--- src/verilog/alx_pkg.sv ---
package alx_pkg;
    // Operation select codes for the execution datapath
    typedef enum logic [4:0] {
        ALX_OP_NONE,
        ALX_OP_ADC_A,
        ALX_OP_ADC_M,
        ALX_OP_ADD_A,
        ALX_OP_ADD_AX,
        ALX_OP_ADD_M,
        ALX_OP_AND_A,
        ALX_OP_AND_AX,
        ALX_OP_AND_M,
        ALX_OP_CALL,
        ALX_OP_CLR_M,
        ALX_OP_CLR_BIT,
        ALX_OP_WDT_CLR,
        ALX_OP_WDT_PRE1,
        ALX_OP_WDT_PRE2,
        ALX_OP_CPL_M,
        ALX_OP_CPL_A,
        ALX_OP_DAA,
        ALX_OP_DEC_M,
        ALX_OP_DEC_A,
        ALX_OP_HALT,
        ALX_OP_INC_M,
        ALX_OP_INC_A,
        ALX_OP_JMP
    } alx_op_t;

    localparam int ALX_DATA_W = 8;
    localparam int ALX_PC_W = 12;
    localparam int ALX_WDT_W = 8;
    localparam int ALX_STACK_DEPTH = 6;
    localparam int ALX_SYS_PER_INSTR = 4;
    localparam logic [7:0] ALX_ACC_RST = 8'h00;
    localparam logic [11:0] ALX_PC_RST = 12'h000;
    localparam logic [3:0] ALX_BCD_LIMIT = 4'h9;
    localparam logic [3:0] ALX_BCD_ADJ = 4'h6;
    localparam logic [7:0] ALX_ZERO_BYTE = 8'h00;
    localparam logic [7:0] ALX_ONE_BYTE = 8'h01;
    localparam logic [11:0] ALX_PC_STEP = 12'h001;
    localparam logic [7:0] ALX_PCL_ADDR = 8'h06;
endpackage
--- src/verilog/alx_exec.sv ---
`timescale 1ns/10ps
module alx_exec #(
    parameter int DATA_W = alx_pkg::ALX_DATA_W,
    parameter int PC_W = alx_pkg::ALX_PC_W,
    parameter int WDT_W = alx_pkg::ALX_WDT_W,
    parameter int STACK_DEPTH = alx_pkg::ALX_STACK_DEPTH
) (
    // Clock and reset
    input wire logic i_ref_clk,
    input wire logic i_reset,
    input wire logic i_clk_en,
    // Instruction issue
    input wire logic i_issue,
    input wire alx_pkg::alx_op_t i_op,
    input wire logic [7:0] i_mem_addr,
    input wire logic [7:0] i_mem_rdata,
    input wire logic [7:0] i_imm,
    input wire logic [2:0] i_bit_sel,
    input wire logic [PC_W-1:0] i_target,
    input wire logic i_wdt_tick,
    input wire logic i_wake,
    // Results
    output logic o_busy,
    output logic o_mem_we,
    output logic [7:0] o_mem_addr,
    output logic [7:0] o_mem_wdata,
    output logic [7:0] o_accumulator_reg,
    output logic [PC_W-1:0] o_pc,
    output logic o_signed_overflow_flag,
    output logic o_zero_flag,
    output logic o_nibble_carry_flag,
    output logic o_carry_flag,
    output logic o_powerdown_flag,
    output logic o_watchdog_timeout_flag,
    output logic [WDT_W-1:0] o_watchdog_counter,
    output logic o_halted,
    output logic o_stack_overflow
);

    // ****************************************
    // Arithmetic helpers
    // ****************************************
    typedef struct packed {
        logic [7:0] sum;
        logic c;
        logic ac;
        logic ov;
    } alx_add_t;

    function automatic alx_add_t alx_add(input logic [7:0] a, input logic [7:0] b,
                                         input logic cin);
        alx_add_t r;
        logic [4:0] lo;
        logic [8:0] full;
        lo = {1'b0, a[3:0]} + {1'b0, b[3:0]} + {4'h0, cin};
        full = {1'b0, a} + {1'b0, b} + {8'h00, cin};
        r.sum = full[7:0];
        r.c = full[8];
        r.ac = lo[4];
        r.ov = (a[7] == b[7]) && (full[7] != a[7]);
        return r;
    endfunction

    // ****************************************
    // State
    // ****************************************
    logic [7:0] acc_r;
    logic [PC_W-1:0] pc_r;
    logic ov_r, z_r, ac_r, c_r, pdf_r, to_r;
    logic [WDT_W-1:0] wdt_r;
    logic pre1_r, pre2_r;
    logic halted_r;
    logic [1:0] stall_r;
    logic [PC_W-1:0] stack_r [STACK_DEPTH];
    logic [2:0] sp_r;
    logic full_r;
    logic ovf_r;
    logic we_r;
    logic [7:0] waddr_r, wdata_r;

    // ****************************************
    // Combinational datapath
    // ****************************************
    alx_add_t add_res;
    logic [7:0] res;
    logic to_acc, to_mem, upd_arith, upd_z;
    logic [3:0] daa_lo, daa_hi;
    logic daa_ac1, daa_c;
    logic [4:0] hi_sum;
    logic go;

    localparam logic [7:0] ALX_ZERO = alx_pkg::ALX_ZERO_BYTE;

    assign go = i_clk_en && i_issue && !halted_r && (stall_r == 2'd0);

    always_comb begin
        add_res = alx_add(acc_r, i_mem_rdata, 1'b0);
        res = ALX_ZERO;
        to_acc = 1'b0;
        to_mem = 1'b0;
        upd_arith = 1'b0;
        upd_z = 1'b0;
        // Decimal adjust, computed from the accumulator
        if (acc_r[3:0] > alx_pkg::ALX_BCD_LIMIT || ac_r) begin
            daa_lo = acc_r[3:0] + alx_pkg::ALX_BCD_ADJ;
            daa_ac1 = !ac_r;
        end else begin
            daa_lo = acc_r[3:0];
            daa_ac1 = 1'b0;
        end
        hi_sum = {1'b0, acc_r[7:4]} + {4'h0, daa_ac1};
        if (hi_sum > {1'b0, alx_pkg::ALX_BCD_LIMIT} || c_r) begin
            daa_hi = hi_sum[3:0] + alx_pkg::ALX_BCD_ADJ;
            daa_c = 1'b1;
        end else begin
            daa_hi = hi_sum[3:0];
            daa_c = c_r;
        end
        unique case (i_op)
            alx_pkg::ALX_OP_ADC_A: begin
                add_res = alx_add(acc_r, i_mem_rdata, c_r);
                res = add_res.sum;
                to_acc = 1'b1;
                upd_arith = 1'b1;
            end
            alx_pkg::ALX_OP_ADC_M: begin
                add_res = alx_add(acc_r, i_mem_rdata, c_r);
                res = add_res.sum;
                to_mem = 1'b1;
                upd_arith = 1'b1;
            end
            alx_pkg::ALX_OP_ADD_A: begin
                res = add_res.sum;
                to_acc = 1'b1;
                upd_arith = 1'b1;
            end
            alx_pkg::ALX_OP_ADD_AX: begin
                add_res = alx_add(acc_r, i_imm, 1'b0);
                res = add_res.sum;
                to_acc = 1'b1;
                upd_arith = 1'b1;
            end
            alx_pkg::ALX_OP_ADD_M: begin
                res = add_res.sum;
                to_mem = 1'b1;
                upd_arith = 1'b1;
            end
            alx_pkg::ALX_OP_AND_A: begin
                res = acc_r & i_mem_rdata;
                to_acc = 1'b1;
                upd_z = 1'b1;
            end
            alx_pkg::ALX_OP_AND_AX: begin
                res = acc_r & i_imm;
                to_acc = 1'b1;
                upd_z = 1'b1;
            end
            alx_pkg::ALX_OP_AND_M: begin
                res = acc_r & i_mem_rdata;
                to_mem = 1'b1;
                upd_z = 1'b1;
            end
            alx_pkg::ALX_OP_CLR_M: begin
                res = ALX_ZERO;
                to_mem = 1'b1;
            end
            alx_pkg::ALX_OP_CLR_BIT: begin
                res = i_mem_rdata & ~(alx_pkg::ALX_ONE_BYTE << i_bit_sel);
                to_mem = 1'b1;
            end
            alx_pkg::ALX_OP_CPL_M: begin
                res = ~i_mem_rdata;
                to_mem = 1'b1;
                upd_z = 1'b1;
            end
            alx_pkg::ALX_OP_CPL_A: begin
                res = ~i_mem_rdata;
                to_acc = 1'b1;
                upd_z = 1'b1;
            end
            alx_pkg::ALX_OP_DAA: begin
                res = {daa_hi, daa_lo};
                to_mem = 1'b1;
            end
            alx_pkg::ALX_OP_DEC_M, alx_pkg::ALX_OP_DEC_A: begin
                res = i_mem_rdata - alx_pkg::ALX_ONE_BYTE;
                to_mem = (i_op == alx_pkg::ALX_OP_DEC_M);
                to_acc = (i_op == alx_pkg::ALX_OP_DEC_A);
                upd_z = 1'b1;
            end
            alx_pkg::ALX_OP_INC_M, alx_pkg::ALX_OP_INC_A: begin
                res = i_mem_rdata + alx_pkg::ALX_ONE_BYTE;
                to_mem = (i_op == alx_pkg::ALX_OP_INC_M);
                to_acc = (i_op == alx_pkg::ALX_OP_INC_A);
                upd_z = 1'b1;
            end
            default: begin
            end
        endcase
    end

    // ****************************************
    // Accumulator and memory write
    // ****************************************
    always_ff @(posedge i_ref_clk or posedge i_reset) begin
        if (i_reset) begin
            acc_r <= alx_pkg::ALX_ACC_RST;
            we_r <= 1'b0;
            waddr_r <= ALX_ZERO;
            wdata_r <= ALX_ZERO;
        end else if (i_clk_en) begin
            we_r <= go && to_mem;
            if (go && to_mem) begin
                waddr_r <= i_mem_addr;
                wdata_r <= res;
            end
            if (go && to_acc) begin
                acc_r <= res;
            end
        end
    end

    // ****************************************
    // Status flags
    // ****************************************
    // Flags outside the chosen update set hold their value
    always_ff @(posedge i_ref_clk or posedge i_reset) begin
        if (i_reset) begin
            ov_r <= 1'b0;
            z_r <= 1'b0;
            ac_r <= 1'b0;
            c_r <= 1'b0;
        end else if (go) begin
            if (upd_arith) begin
                ov_r <= add_res.ov;
                ac_r <= add_res.ac;
                c_r <= add_res.c;
            end
            if (upd_arith || upd_z) begin
                z_r <= (res == ALX_ZERO);
            end
            if (i_op == alx_pkg::ALX_OP_DAA) begin
                c_r <= daa_c;
            end
        end
    end

    // ****************************************
    // Watchdog, power-down and time-out
    // ****************************************
    always_ff @(posedge i_ref_clk or posedge i_reset) begin
        if (i_reset) begin
            wdt_r <= '0;
            pdf_r <= 1'b0;
            to_r <= 1'b0;
            pre1_r <= 1'b0;
            pre2_r <= 1'b0;
            halted_r <= 1'b0;
        end else if (i_clk_en) begin
            if (i_wdt_tick) begin
                wdt_r <= wdt_r + 1'b1;
                if (&wdt_r) begin
                    to_r <= 1'b1;
                    halted_r <= 1'b0;
                end
            end
            if (halted_r && i_wake) begin
                halted_r <= 1'b0;
            end
            if (go && i_op == alx_pkg::ALX_OP_WDT_CLR) begin
                wdt_r <= '0;
                pdf_r <= 1'b0;
                to_r <= 1'b0;
                pre1_r <= 1'b0;
                pre2_r <= 1'b0;
            end
            if (go && (i_op == alx_pkg::ALX_OP_WDT_PRE1 || i_op == alx_pkg::ALX_OP_WDT_PRE2)) begin
                // Clear only once the other half has been seen
                if ((i_op == alx_pkg::ALX_OP_WDT_PRE1 && pre2_r) ||
                    (i_op == alx_pkg::ALX_OP_WDT_PRE2 && pre1_r)) begin
                    wdt_r <= '0;
                    pdf_r <= 1'b0;
                    to_r <= 1'b0;
                    pre1_r <= 1'b0;
                    pre2_r <= 1'b0;
                end else if (i_op == alx_pkg::ALX_OP_WDT_PRE1) begin
                    pre1_r <= 1'b1;
                end else begin
                    pre2_r <= 1'b1;
                end
            end
            if (go && i_op == alx_pkg::ALX_OP_HALT) begin
                wdt_r <= '0;
                pdf_r <= 1'b1;
                to_r <= 1'b0;
                halted_r <= 1'b1;
            end
            // A wrap in the same cycle as a clear still reports the time-out
            if (i_wdt_tick && (&wdt_r)) begin
                to_r <= 1'b1;
            end
        end
    end

    // ****************************************
    // Program counter and return stack
    // ****************************************
    // Stack wraps when full, as a small hardware stack does
    always_ff @(posedge i_ref_clk or posedge i_reset) begin
        if (i_reset) begin
            pc_r <= alx_pkg::ALX_PC_RST;
            sp_r <= 3'd0;
            full_r <= 1'b0;
            ovf_r <= 1'b0;
            stall_r <= 2'd0;
            for (int k = 0; k < STACK_DEPTH; k++) begin
                stack_r[k] <= '0;
            end
        end else if (i_clk_en) begin
            if (stall_r != 2'd0) begin
                stall_r <= stall_r - 2'd1;
            end
            if (go) begin
                unique case (i_op)
                    alx_pkg::ALX_OP_CALL: begin
                        stack_r[sp_r] <= pc_r + alx_pkg::ALX_PC_STEP;
                        pc_r <= i_target;
                        // Overflow only once a push lands on a live entry
                        if (full_r) begin
                            ovf_r <= 1'b1;
                        end
                        if (sp_r == 3'(STACK_DEPTH - 1)) begin
                            sp_r <= 3'd0;
                            full_r <= 1'b1;
                        end else begin
                            sp_r <= sp_r + 3'd1;
                        end
                        stall_r <= 2'd1;
                    end
                    alx_pkg::ALX_OP_JMP: begin
                        pc_r <= i_target;
                        stall_r <= 2'd1;
                    end
                    default: begin
                        pc_r <= pc_r + alx_pkg::ALX_PC_STEP;
                        if (to_mem && i_mem_addr == alx_pkg::ALX_PCL_ADDR) begin
                            pc_r <= {pc_r[PC_W-1:8], res};
                            stall_r <= 2'd1;
                        end
                    end
                endcase
            end
        end
    end

    // ****************************************
    // Outputs
    // ****************************************
    assign o_busy = stall_r != 2'd0 || halted_r;
    assign o_mem_we = we_r;
    assign o_mem_addr = waddr_r;
    assign o_mem_wdata = wdata_r;
    assign o_accumulator_reg = acc_r;
    assign o_pc = pc_r;
    assign o_signed_overflow_flag = ov_r;
    assign o_zero_flag = z_r;
    assign o_nibble_carry_flag = ac_r;
    assign o_carry_flag = c_r;
    assign o_powerdown_flag = pdf_r;
    assign o_watchdog_timeout_flag = to_r;
    assign o_watchdog_counter = wdt_r;
    assign o_halted = halted_r;
    assign o_stack_overflow = ovf_r;

endmodule

--- config.mk ---
export PLATFORM = sky130hd
export DESIGN_NAME = alx_exec
export DESIGN_NICKNAME = d
export VERILOG_FILES = /design/src/verilog/alx_pkg.sv /design/src/verilog/alx_exec.sv
export SDC_FILE = /design/constraint.sdc
export NUM_CORES = 1
export LEC_CHECK = 0
export ABC_AREA = 1
export BUFFER_PORTS_ARGS = -buffer_cell sky130_fd_sc_hd__buf_2
export CAP_MARGIN = 40
export CORE_MARGIN = 2
export CORE_UTILIZATION = 30
export DETAILED_ROUTE_END_ITERATION = 8
export GPL_TIMING_DRIVEN = 0
export PLACE_DENSITY = 0.49
export SYNTH_ARGS = -nofsm -noshare
export SYNTH_HDL_FRONTEND = slang
export SYNTH_SLANG_ARGS = --single-unit
export TNS_END_PERCENT = 100
--- constraint.sdc ---
create_clock -name i_ref_clk -period 3.3 [get_ports i_ref_clk]
set_input_delay 0.33 -clock i_ref_clk [delete_from_list [all_inputs] [get_ports i_ref_clk]]
set_output_delay 0.33 -clock i_ref_clk [all_outputs]
set_load 0.02 [all_outputs]
# == Yosys cells after proc, flatten, opt, wreduce, memory -nomap -nowiden ==
# Cells that the tools add are included.
# word_totals
n_memories,0
out_inout_bits,54
ff_bits,61
latchBits,0
elab_cells,175
rom_bits,0
ramBits,0
# classes
shift,1
eq_ne,32
reduce_logical,53
bitwise_logic,5
n_mul,0
mux,47
magnitude_cmp,2
n_addsub,15
div,0
# ops
op,n
case mux 8 bit (10 select lines),1
== test 5 x 4 -> 1 bit (second input constant),8
== test 5 bit (second input constant),8
two-way mux 8 bit,5
two-way mux 1 bit,29
bitwise AND 8 bit,3
two-way mux 12 bit,2
== test 5 x 3 -> 1 bit (second input constant),4
adder 8 x 8 -> 9 bit,2
adder 8 x 1 -> 8 bit (second input constant),2
logical AND 1 bit,16
inverter 8 bit,2
OR reduction 2 bit,7
adder 12 x 1 -> 12 bit (second input constant),1
AND reduction 3 bit,4
adder 4 x 4 -> 5 bit,2
== test 5 x 2 -> 1 bit (second input constant),2
AND reduction 2 bit,5
adder 9 x 1 -> 9 bit,1
OR reduction 9 bit,1
adder 4 x 3 -> 4 bit (second input constant),2
== test 8 x 3 -> 1 bit (second input constant),1
logical NOT 8 bit,1
two-way mux 2 bit,4
other kinds (27),42

# == Depth between registers and ports, before layout ==
# Gate-level depths: netlist of run 1.
# logic_depth
ltp_word,10
ltp_mapped,18

# == Worst setup path after synthesis of run 1 ==
# Ideal clock, no wire load.
# synth_timing
path_kind,flip-flop to flip-flop
from,reg acc_r[1] (netlist: o_accumulator_reg[1])
to,reg pc_r[7] (netlist: o_pc[7])
setup_time_ns,0.118
period_less_slack_ns,2.602
stages_incl_launch_ff,18
arrival_time_ns,2.484
path_slack_ns,0.698
t_required_ns,3.182
path_cell_list,dfrtp_1 -> o21ai_0 -> nor2_1 -> ha_1 -> ha_1 -> xnor2_1 -> ha_1 -> inv_1 -> nand3_1 -> nand2_1 -> nand2_1 -> nand2_1 -> nand2_1 -> nand2_1 -> nor2_1 -> nand2_1 -> a21oi_1 -> nor2_1
# synth_via
elab_chain_cells,10
elab_cells_between_ends,14
classes_between,add/sub: 5; order compare: 2; mux: 5; reduce/logical: 2
# synth_lines
item,line,source
start: declaration,alx_exec.sv:67,logic [7:0] acc_r;
start signal: assignment,alx_exec.sv:207,acc_r <= alx_pkg::ALX_ACC_RST;
start signal: assignment,alx_exec.sv:218,acc_r <= res;
greater-than comparator 4 bit,alx_exec.sv:104,if (acc_r[3:0] > alx_pkg::ALX_BCD_LIMIT || ac_r) begin
logical OR 1 bit,alx_exec.sv:104,
two-way mux 1 bit,alx_exec.sv:104,
adder 4 x 1 -> 5 bit,alx_exec.sv:111,"hi_sum = {1'b0, acc_r[7:4]} + {4'h0, daa_ac1};"
greater-than comparator 5 x 4 -> 1 bit,alx_exec.sv:112,"if (hi_sum > {1'b0, alx_pkg::ALX_BCD_LIMIT} || c_r) begin"
logical OR 1 bit,alx_exec.sv:112,
two-way mux 4 bit,alx_exec.sv:112,
case mux 8 bit (10 select lines) *,alx_exec.sv:119,unique case (i_op)
two-way mux 12 bit *,alx_exec.sv:346,if (to_mem && i_mem_addr == alx_pkg::ALX_PCL_ADDR) begin
two-way mux 12 bit *,alx_exec.sv:324,unique case (i_op)
end signal: assignment,alx_exec.sv:327,pc_r <= i_target;
end signal: assignment,alx_exec.sv:345,pc_r <= pc_r + alx_pkg::ALX_PC_STEP;
end signal: assignment,alx_exec.sv:347,"pc_r <= {pc_r[PC_W-1:8], res};"
end: declaration,alx_exec.sv:68,logic [PC_W-1:0] pc_r;
# Every way passes the cells marked *; elsewhere a longest branch is shown, timed or not. The select of a mux whose other input is x is not followed.
# A chain may end at the register's enable or synchronous reset.

# == Worst setup path in the final report of run 1 ==
# layout_timing
from,reg acc_r[1] (netlist: o_accumulator_reg[1])
to,reg pc_r[6] (netlist: o_pc[6])
# Same word-level chain as after synthesis.

==> results.txt, run 1 <==
Area leader, netlist: dfrtp_1
EDFF count, synth: 0
Fin. Hold Viols: 0
YS warnings: 0
Fillers: 1918
Synth Net Count: 893
Sequential power share: 29.9%
Root Buffer: clkbuf_16
First drt pass iteration count: 5
Pin count of the biggest net entering global routing: 26
Setup TNS: 0 ns
Status: finished clean
Comb pwr share: 48.4%
Die Span Y: 135.8 µm
CP peak stage delay: 0.49 ns
Tot GR Track Use: 19.37%
Critical Path Sink Type: register
CP max stage cell: dfrtp_1
Area Overhead vs Synth: 21.46%
Top cells by area, synth: dfrtp_1 (29%), nand2_1 (16%), nand3_1 (8.6%), inv_1 (7.8%), ha_1 (7.2%)
Max clock buf depth: 2
RSZ-0062 raised after global routing: false
TritonCTS Buffers: 9
Post-synthesis mux area share: 0%
FF+latch area: 1526 µm²
Max reg flops: 12
Final Skew: 0.006122 ns
GPL Wtd Cong: 0.9137
Overflow after GRT: 0
Post-Synth Simple-Gate Area: 38.02%
Via density: 4.779
Starting density of the core: 30.45%
Startpoint types: register
Critical Path, Cell by Cell: o21ai_1 > nor2_1 > ha_1 > ha_1 > xnor2_1 > ha_1 > inv_1 > nand3_1 > nand2_1 > nand2_1 > nand3_1 > nand3_1 > nor2_1 > nor2_1 > nor2_1 > nor2_1
VDD IR max: 367.1 µV
Flops & latches, synth: 61
Vias in the first global route: 5153
Syn Area/Cell: 6.435 µm²
Detail Placement HPWL: 14200 µm
Unique cell type count in the Yosys netlist: 41
Final setup fails: 0
Pwr Density: 660.2 nW/µm²
Synthesized area: 5212 µm²
Clock group share of total power: 21.7%
Worst slew margin: 60.97%
Core Box Area: 17120 µm²
Worst Setup Path Type: reg2reg
Layout cell share with drive strength beyond 1: 16.04%
DRC viols: 0
First-pass GRT wire length: 27610 µm
R2R Setup Slk: 0.32 ns
ANT nets after route: 0
Footprint of the multi-input gates: 3197 µm²
Initial antenna violation count: 0
Max-capacitance violation count: 0
Final min period: 2.975 ns
Fmax: 336.1 MHz
Largest family of logic cells by synthesized area: simple AND/OR/NAND/NOR gates
Cells after synthesis: 810
Adder-cell area share of the yosys netlist: 8.353%
Worst R2R Start: o_accumulator_reg[1]
Die area: 18450 µm²
Port bufs: 101
Int Pwr: 0.002270 W
Final worst path period share: 90.16%
Net switching power figure: 0.001910 W
H-Tree Depth: 3
Clock Sinks: 61
WL/cell: 15.06 µm
Crit path arrival time: 3.20 ns
Depth of the most critical reg-to-reg path: 16
CP Data Required Time: 3.52 ns
CTS tree: built
Clock-pin slew on the worst setup and hold paths: 0.05 ns
Leakage: 3.381 nW
Top cell type's share of synthesized area: 29.28%
Most frequent CP cell: nor2_1
Clock latency on the worst-skew pair: 0.33 ns
Max Transition Viols Final: 0
Post-route total power: 0.004180 W
Ys flop type: dfrtp_1
FP Rows: 48
Routed WL: 17390 µm
IO Pins: 104
Vias: 5515
Hold Path Stages: 3
Crit path from: o_accumulator_reg[1]
Ant. Diodes: 0
Worst setup margin: 0.3249 ns
Slew of the pin with the lowest slew margin: 0.5801 ns
# Post-CTS Setup Buffers: 0
Crit Path Max Fanout: 8
First-iteration detailed-routing DRC count: 372
Worst hold path class: in2reg
Xor/xnor share of the synthesized area: 3.024%
HP Start: i_mem_addr[2]
Register area share after synthesis: 29.28%
Die width: 135.8 µm
Switching Fraction: 45.69%
Layout net count: 1008
Pre-CTS worst setup slack: 0.2192 ns
Post-synthesis compound-gate area fraction: 11.93%
Post-synth ARST share: 100.0%
==> routing by layer <==
metal | vias up | wire length [µm] | track usage (%)
met5 | - | 0 | 0
met4 | 0 | 152 | 3.241
met3 | 12 | 916 | 3.915
met2 | 117 | 8084 | 31.65
met1 | 2517 | 8231 | 26.89
li1 | 2869 | - | -
==> timing repair <==
action                                  4_1_cts  5_1_grt
endpoints found under the hold margin        14        0
endpoints found under the setup margin        0        4
hold buffers                                  1        0
gates resized for setup                       0        1
==> power by group through the flow <==
stage / logic [W] / clock network, W / registers [W]
CTS: 0.00203 / 0.000932 / 0.00126
detailed placement: 0.00202 / 0 / 0.00127
floorplan: 0.00114 / 0 / 0.00148
global route: 0.00230 / 0.000973 / 0.00129
global placement: 0.00200 / 0 / 0.00127
finish: 0.00202 / 0.000905 / 0.00125
==> cell type report <==
class	instances	share of cell area (%)
multi-input cells	623	50.49
flip-flops and latches	61	24.11
repair buffers	104	8.775
inverters	116	6.877
well taps	225	4.447
clock buffers	10	3.617
plain buffers	10	0.8498
clock inverters	5	0.8300
==> cell families after synthesis <==
logic type                 after synthesis
AOI/OAI and AO/OA                      112
xor gates and xnor gates                18
adders and majority gates               33
buffers and inverters                  126
DFF                                     61
and+or+nand+nor                        460
==> final timing paths <==
path                                         to
max reg2reg                             o_pc[6]
max                                     o_pc[6]
max in group asynchronous  o_accumulator_reg[0]
min                               o_mem_addr[2]
min in group asynchronous              o_mem_we
min reg2reg                             sp_r[1]
==> critical path, delay by kind of cell, from the launching register on <==
kind,cells,cell delay (ns)
DFF,1,0.49
adders and majority gates,3,0.62
xor gates and xnor gates,1,0.16
AOI/OAI and AO/OA,1,0.31
and+or+nand+nor,10,1.21
buffers and inverters,1,0.08
==> synthesized netlist by cell type, drive strengths merged (2+ instances only) <==
| master | instances |
|---|---|
| xnor2 | 7 |
| clkbuf | 4 |
| or2 | 4 |
| nand3 | 93 |
| a21boi | 2 |
| ha | 30 |
| o2111ai | 2 |
| nor4 | 2 |
| inv | 115 |
| fa | 3 |
| a21oi | 44 |
| o21ai | 43 |
| nor3 | 11 |
| xor2 | 11 |
| o211ai | 6 |
| nand3b | 4 |
| buf | 6 |
| nand4 | 15 |
| a31oi | 8 |
| dfrtp | 61 |
| o21bai | 2 |
| nand2 | 227 |
| nor2 | 102 |
==> metrics by stage <==
stage               std cells  util (%)  hold WS [ns]  area, µm²
CTS                      1154     36.99        0.2218       6331
global route             1154     36.99        0.2338       6331
global placement         1136     35.05        0.4353       6000
floorplan                 810         -        0.4232       5213
detailed placement       1138     35.29        0.3203       6040
finish                   1154     36.99        0.2326       6331
==> cell usage in the layout, fill, tap and decap left out, types with 2 or more instances in the layout <==
cell type,Yosys,layout
nand4_1,15,15
inv_2,7,8
nor2_2,7,7
ha_1,30,30
nand3_2,3,3
fa_1,3,3
nor2_1,95,95
nor4_1,2,2
xnor2_1,7,7
o21bai_1,2,2
buf_2,4,105
o2111ai_1,2,2
clkinv_2,0,3
o21ai_1,2,3
o211ai_1,6,6
buf_12,0,2
dfrtp_1,61,61
o21ai_0,40,39
nand3b_1,4,4
clkbuf_1,4,5
xor2_1,11,11
a31oi_1,8,8
clkbuf_16,0,9
a21oi_1,44,44
nand2_2,3,3
nand2_1,224,224
or2_2,3,3
a21boi_0,2,2
nor3_1,10,10
inv_1,108,107
nand3_1,90,90
No activity file was read; power rests on OpenSTA's default activity.
==> run 2: changes to the inputs <==
--- a/config.mk
+++ b/config.mk
@@ -5,10 +5,9 @@
 export SDC_FILE = /design/constraint.sdc
 export NUM_CORES = 1
 export LEC_CHECK = 0
-export ABC_AREA = 1
 export BUFFER_PORTS_ARGS = -buffer_cell sky130_fd_sc_hd__buf_2
 export CAP_MARGIN = 40
-export CORE_MARGIN = 2
+export CORE_MARGIN = 4
 export CORE_UTILIZATION = 30
 export DETAILED_ROUTE_END_ITERATION = 8
 export GPL_TIMING_DRIVEN = 0
==> run 2 against run 1 <==
Design area is 3.5% higher. Critical endpoint is now o_zero_flag. Highest routed layer unchanged. Critical path depth down 5. Sequential cell count unchanged. Clock power about the same. Largest cell class unchanged. Maximum frequency down 6.5%. Via count down 4.8%. Synthesized area is 0.94% lower. Combinational power increased by 4%.
==> results.txt, run 2 <==
Worst hold path class: in2async
ANT nets after route: 0
Fin. Hold Viols: 0
CP Data Required Time: 3.54 ns
Flops & latches, synth: 61
TritonCTS Buffers: 9
EDFF count, synth: 0
Die Span Y: 139.2 µm
Pwr Density: 642.3 nW/µm²
Area Overhead vs Synth: 26.87%
Root Buffer: clkbuf_16
Initial antenna violation count: 0
Max reg flops: 12
Clock latency on the worst-skew pair: 0.33 ns
Net switching power figure: 0.001840 W
Cells after synthesis: 606
Ys flop type: dfrtp_1
First drt pass iteration count: 5
Clock-pin slew on the worst setup and hold paths: 0.06 ns
Final setup fails: 0
Slew of the pin with the lowest slew margin: 0.9650 ns
First-pass GRT wire length: 28130 µm
Critical Path Sink Type: register
Max clock buf depth: 2
Routed WL: 17490 µm
H-Tree Depth: 3
FP Rows: 47
Die width: 139.2 µm
Commonest non-fill, non-tap cell in the layout: buf_2
Comb pwr share: 50.2%
Worst Setup Path Type: reg2reg
Final design area excluding fillers: 6551 µm²
Via density: 5.478
CP max stage cell: or4b_4
CP peak stage delay: 0.54 ns
Clock Sinks: 61
Worst slew margin: 35.12%
Final min period: 3.183 ns
Final worst path period share: 96.47%
Post-synth ARST share: 100.0%
Fillers: 1756
Placed instance count: 933
RSZ-0062 raised after global routing: true
Most frequent cells in the layout: buf_2 (108), nor2_1 (64), dfrtp_1 (57)
Switching Fraction: 43.74%
DRC viols: 0
CTS tree: built
Tot GR Track Use: 17.80%
WL/cell: 18.24 µm
Post-route total power: 0.004208 W
WP buf/inv: 1
Int Pwr: 0.002368 W
Max-capacitance violation count: 0
Synthesized area: 5164 µm²
First-iteration detailed-routing DRC count: 369
Post-layout util: 39.23%
Clock group share of total power: 21.5%
Status: finished clean
Die area: 19380 µm²
Detail Placement HPWL: 13650 µm
Crit Path Max Fanout: 5
Starting density of the core: 30.92%
Leakage: 2.932 nW
Placed cell area: 6001 µm²
Max Transition Viols Final: 0
CP delay by family, top: compound AO/OA/AOI/OAI gates
Final Non-Filler Cells: 959
Synth Net Count: 689
Area leader, netlist: dfrtp_1
Overflow after GRT: 0
Core Box Area: 16700 µm²
Most numerous cell in the Yosys netlist: nor2_1
Top cell type's share of synthesized area: 29.56%
Vias: 5253
Setup TNS: 0 ns
Ant. Diodes: 0
Layout cell share with drive strength beyond 1: 28.69%
Crit path arrival time: 3.42 ns
Vias in the first global route: 5269
VDD IR max: 321.8 µV
Register area share after synthesis: 29.56%
Pin count of the biggest net entering global routing: 36
Startpoint types: register
Syn Area/Cell: 8.521 µm²
YS warnings: 0
Fmax: 314.1 MHz
GPL Wtd Cong: 0.9127
Synth top cells by count: nor2_1 (65), dfrtp_1 (61), nand2_1 (49), a21oi_1 (37), o21ai_0 (33)
IO Pins: 104
Top cells by area, synth: dfrtp_1 (30%), ha_1 (7.3%), nor2_1 (4.7%), a21oi_1 (3.6%), nand2_1 (3.6%)
Layout net count: 817
Sequential power share: 28.2%
Unique cell type count in the Yosys netlist: 79
Port bufs: 101
Final Skew: 0.009239 ns
Critical Path, Cell by Cell: ha_4 > fa_2 > a21o_1 > or4b_4 > o211ai_2 > nand3_2 > xor2_1 > a2111oi_4 > buf_4 > nand2_1 > o31ai_2
run 2: cell count changes in the layout (fill, tap and decap cells not counted), moves of 11 or more:
cell | previous run | this run
inv_1 | 107 | 18
a211oi_1 | 0 | 11
mux2_2 | 0 | 16
nand3_1 | 90 | 21
a21o_1 | 0 | 14
nand4_1 | 15 | 2
nor2_1 | 95 | 64
xnor2_1 | 7 | 19
buf_4 | 1 | 18
nand2_1 | 224 | 49
run 2: worst register-to-register path, stage by stage (launching register included):
cell and delay (ns):
dfrtp_2 0.44, ha_4 0.18, fa_2 0.42, a21o_1 0.23
or4b_4 0.54, o211ai_2 0.23, nand3_2 0.11, xor2_1 0.19
a2111oi_4 0.30, buf_4 0.19, nand2_1 0.07, o31ai_2 0.20
run 2: logic make-up after synthesis:
kind of cell,after synthesis,share of synthesized area (%)
and+or+nand+nor,222,22.03
DFF,61,29.56
muxes,18,3.877
buffers and inverters,47,3.998
adders and majority gates,33,8.432
AOI/OAI and AO/OA,185,25.32
xor gates and xnor gates,40,6.785
run 2: area by class of cell:
class                           instances  area [µm²]  area share [%]
Multi-Input combinational cell        498        3603           55.00
Buffer                                 24       125.1           1.910
Sequential cell                        61        1531           23.38
Clock buffer                           12       256.5           3.915
Inverter                               20       75.07           1.146
Clock inverter                          4       31.28          0.4775
Tap cell                              220       275.3           4.202
Timing Repair Buffer                  120       653.1           9.969
run 2: final timing paths:
path,slack (ns),end,depth (start not counted),startpoint
max in group asynchronous,2.51,o_accumulator_reg[0],3,i_reset
worst min-delay path,0.15,o_watchdog_counter[0],2,i_reset
worst max-delay path,0.12,o_zero_flag,11,o_accumulator_reg[0]
worst min register to register,0.45,o_stack_overflow,1,o_stack_overflow
worst max register to register,0.12,o_zero_flag,11,o_accumulator_reg[0]
min in group i_ref_clk,0.24,o_mem_addr[3],2,i_mem_addr[3]
run 2: timing repair:
action	in CTS	in global routing
endpoints found under the hold margin	0	0
setup buffers	4	9
hold buffers	0	0
setup endpoints to repair	11	11
gates resized for setup	10	37
pin swaps	5	11
run 2: per-layer routing:
layer  global-route usage [%]  wire (µm)  vias to the layer above
li1                         -          -                     2515
met1                    23.58       7764                     2552
met2                    29.89       8564                      163
met3                    3.690        885                       23
met4                    4.222        279                        0
met5                        0          0                        -
run 2: stage by stage:
stage          hold slack, ns  setup slack (ns)
2_1_floorplan          0.4285           0.05562
3_3_place_gp           0.4385           -0.6940
3_5_place_dp           0.4456           -0.5456
4_1_cts                0.1727          -0.08020
5_1_grt                0.2084         -0.005863
6_report               0.1453            0.1166
run 2: power by group through the flow:
stage	clock network, W	logic (W)	registers (W)
4_1_cts	0.000932	0.00200	0.00118
3_3_place_gp	0	0.00191	0.00118
5_1_grt	0.000970	0.00231	0.00123
6_report	0.000905	0.00211	0.00119
2_1_floorplan	0	0.00115	0.00136
3_5_place_dp	0	0.00195	0.00119
==> run 3: changes to the inputs <==
--- a/config.mk
+++ b/config.mk
@@ -11,7 +11,7 @@
 export CORE_UTILIZATION = 30
 export DETAILED_ROUTE_END_ITERATION = 8
 export GPL_TIMING_DRIVEN = 0
-export PLACE_DENSITY = 0.49
+export PLACE_DENSITY = 0.47
 export SYNTH_ARGS = -nofsm -noshare
 export SYNTH_HDL_FRONTEND = slang
 export SYNTH_SLANG_ARGS = --single-unit
==> run 3 against run 2 <==
Wire length grew 1.2%. Via count shrank 1.5%. Critical path depth is the same. Global-route usage grew 0.16 points. First-iteration DRC count shrank 1.4%. Sequential cell count is the same. Sequential power is essentially flat. Total power grew 1.1%. Register-to-register slack lost 0.09 ns. Clock power grew 8.1%. Combinational power is essentially flat. Setup slack lost 0.091 ns.
==> results.txt, run 3 (synthesized netlist as in run 2, its figures left out) <==
Slew of the pin with the lowest slew margin: 0.8611 ns
Layout cell share with drive strength beyond 1: 27.85%
Crit path from: o_accumulator_reg[0]
Max reg flops: 12
Critical path endpoint: o_zero_flag
H-Tree Depth: 3
Commonest non-fill, non-tap cell in the layout: buf_2
Core Box Area: 16700 µm²
Worst R2R Start: o_accumulator_reg[0]
First-iteration detailed-routing DRC count: 364
R2R Setup Slk: 0.03 ns
Startpoint types: register
CP Depth: 11
Max-capacitance violation count: 0
Max clock buf depth: 2
VDD IR max: 324.2 µV
Depth of the most critical reg-to-reg path: 11
Overflow after GRT: 0
Fin. Hold Viols: 0
First-pass GRT wire length: 28270 µm
Setup TNS: 0 ns
Clock-pin slew on the worst setup and hold paths: 0.06 ns
Worst Setup Path Type: reg2reg
CP peak stage delay: 0.53 ns
CP max stage cell: or4b_4
Clock group share of total power: 23.0%
Int Pwr: 0.002428 W
Clock Sinks: 61
Vias in the first global route: 5284
Worst slew margin: 42.10%
Critical Path, Cell by Cell: ha_4 > fa_2 > a21o_1 > or4b_4 > o211ai_2 > nand3_1 > xor2_1 > a2111oi_4 > buf_4 > nand2_1 > o31ai_2
WP buf/inv: 1
Leakage: 2.932 nW
CP delay by family, top: compound AO/OA/AOI/OAI gates
Via density: 5.413
Root Buffer: clkbuf_16
GPL Wtd Cong: 0.8984
IO Pins: 104
Routed WL: 17700 µm
Worst hold path class: in2async
TritonCTS Buffers: 9
Crit path arrival time: 3.51 ns
Pwr Density: 652.4 nW/µm²
R2r endpoint: o_zero_flag
Crit Path Max Fanout: 5
Layout net count: 814
Status: finished clean
DRC viols: 0
Comb pwr share: 49.2%
Most frequent cells in the layout: buf_2 (108), nor2_1 (64), dfrtp_1 (57)
Pin count of the biggest net entering global routing: 34
Fillers: 1752
CP Data Required Time: 3.53 ns
Die area: 19380 µm²
Final Skew: 0.004926 ns
First drt pass iteration count: 8
Ant. Diodes: 0
Sequential power share: 27.8%
Tot GR Track Use: 17.96%
Die width: 139.2 µm
Clock latency on the worst-skew pair: 0.32 ns
Post-route total power: 0.004254 W
Starting density of the core: 30.92%
WL/cell: 18.51 µm
Die Span Y: 139.2 µm
CTS tree: built
Final setup fails: 0
Final min period: 3.275 ns
Final worst path period share: 99.23%
Port bufs: 101
Detail Placement HPWL: 13800 µm
Fmax: 305.4 MHz
ANT nets after route: 0
Vias: 5175
RSZ-0062 raised after global routing: true
Switching Fraction: 42.93%
Max Transition Viols Final: 0
Net switching power figure: 0.001826 W
Critical Path Sink Type: register
Area Overhead vs Synth: 26.27%
FP Rows: 47
Initial antenna violation count: 0
-- run 3: worst reg2reg max path, delay by kind of cell (launching register included) --
kind	cells	cell delay, ns
flops	1	0.46
simple gates	3	0.74
buf+inv	1	0.20
fa+ha+maj	2	0.62
xor+xnor	1	0.20
compound gates	4	0.97
-- run 3: cell type report --
type                       instances  area, µm²  area share [%]
tap                              220      275.3           4.222
clock inverter                     5      58.81          0.9019
inverter                          20      75.07           1.151
timing repair buffer             117      630.6           9.672
multi-input combinational        498       3570           54.75
clock buffer                      11      252.7           3.876
sequential                        61       1531           23.49
buffer                            24      126.4           1.938
-- run 3: power groups by stage --
stage	logic, W	registers [W]	clock network [W]
6_report	0.00209	0.00118	0.000978
5_1_grt	0.00230	0.00122	0.00104
4_1_cts	0.00201	0.00117	0.00101
3_5_place_dp	0.00195	0.00119	0
3_3_place_gp	0.00191	0.00118	0
2_1_floorplan	0.00115	0.00136	0
-- run 3: repair_timing --
action	4_1_cts	5_1_grt
hold buffers	0	0
setup endpoints to repair	12	10
pin swaps	5	14
setup buffers	4	6
resized for setup	15	28
-- run 3: how the worst min path moves through the flow --
stage	start	to	slack, ns	cells past startpoint
3_5_place_dp	o_stack_overflow	o_stack_overflow	0.44	1
5_1_grt	i_reset	o_mem_addr[4]	0.20	2
4_1_cts	i_reset	o_mem_addr[4]	0.16	2
2_1_floorplan	full_r	full_r	0.43	1
6_report	i_reset	o_mem_addr[4]	0.14	2
3_3_place_gp	o_stack_overflow	o_stack_overflow	0.44	1
-- run 3: through the flow --
stage | utilization (%) | std cells | instance area [µm²] | worst slack, ns | hold WS, ns
floorplan | - | 606 | 5164 | 0.05562 | 0.4285
global placement | 35.59 | 927 | 5944 | -0.6953 | 0.4407
detailed placement | 35.93 | 933 | 6001 | -0.6124 | 0.4428
CTS | 38.28 | 952 | 6392 | -0.006293 | 0.1612
global route | 39.04 | 956 | 6520 | -0.02431 | 0.2008
finish | 39.04 | 956 | 6520 | 0.02545 | 0.1405
-- run 3: layer usage --
metal,vias up,track usage (%),part of all wire (%)
li1,2510,-,-
met1,2507,23.83,45
met2,125,29.38,48
met3,33,3.345,4.3
met4,0,6.334,2.4
met5,-,0,0
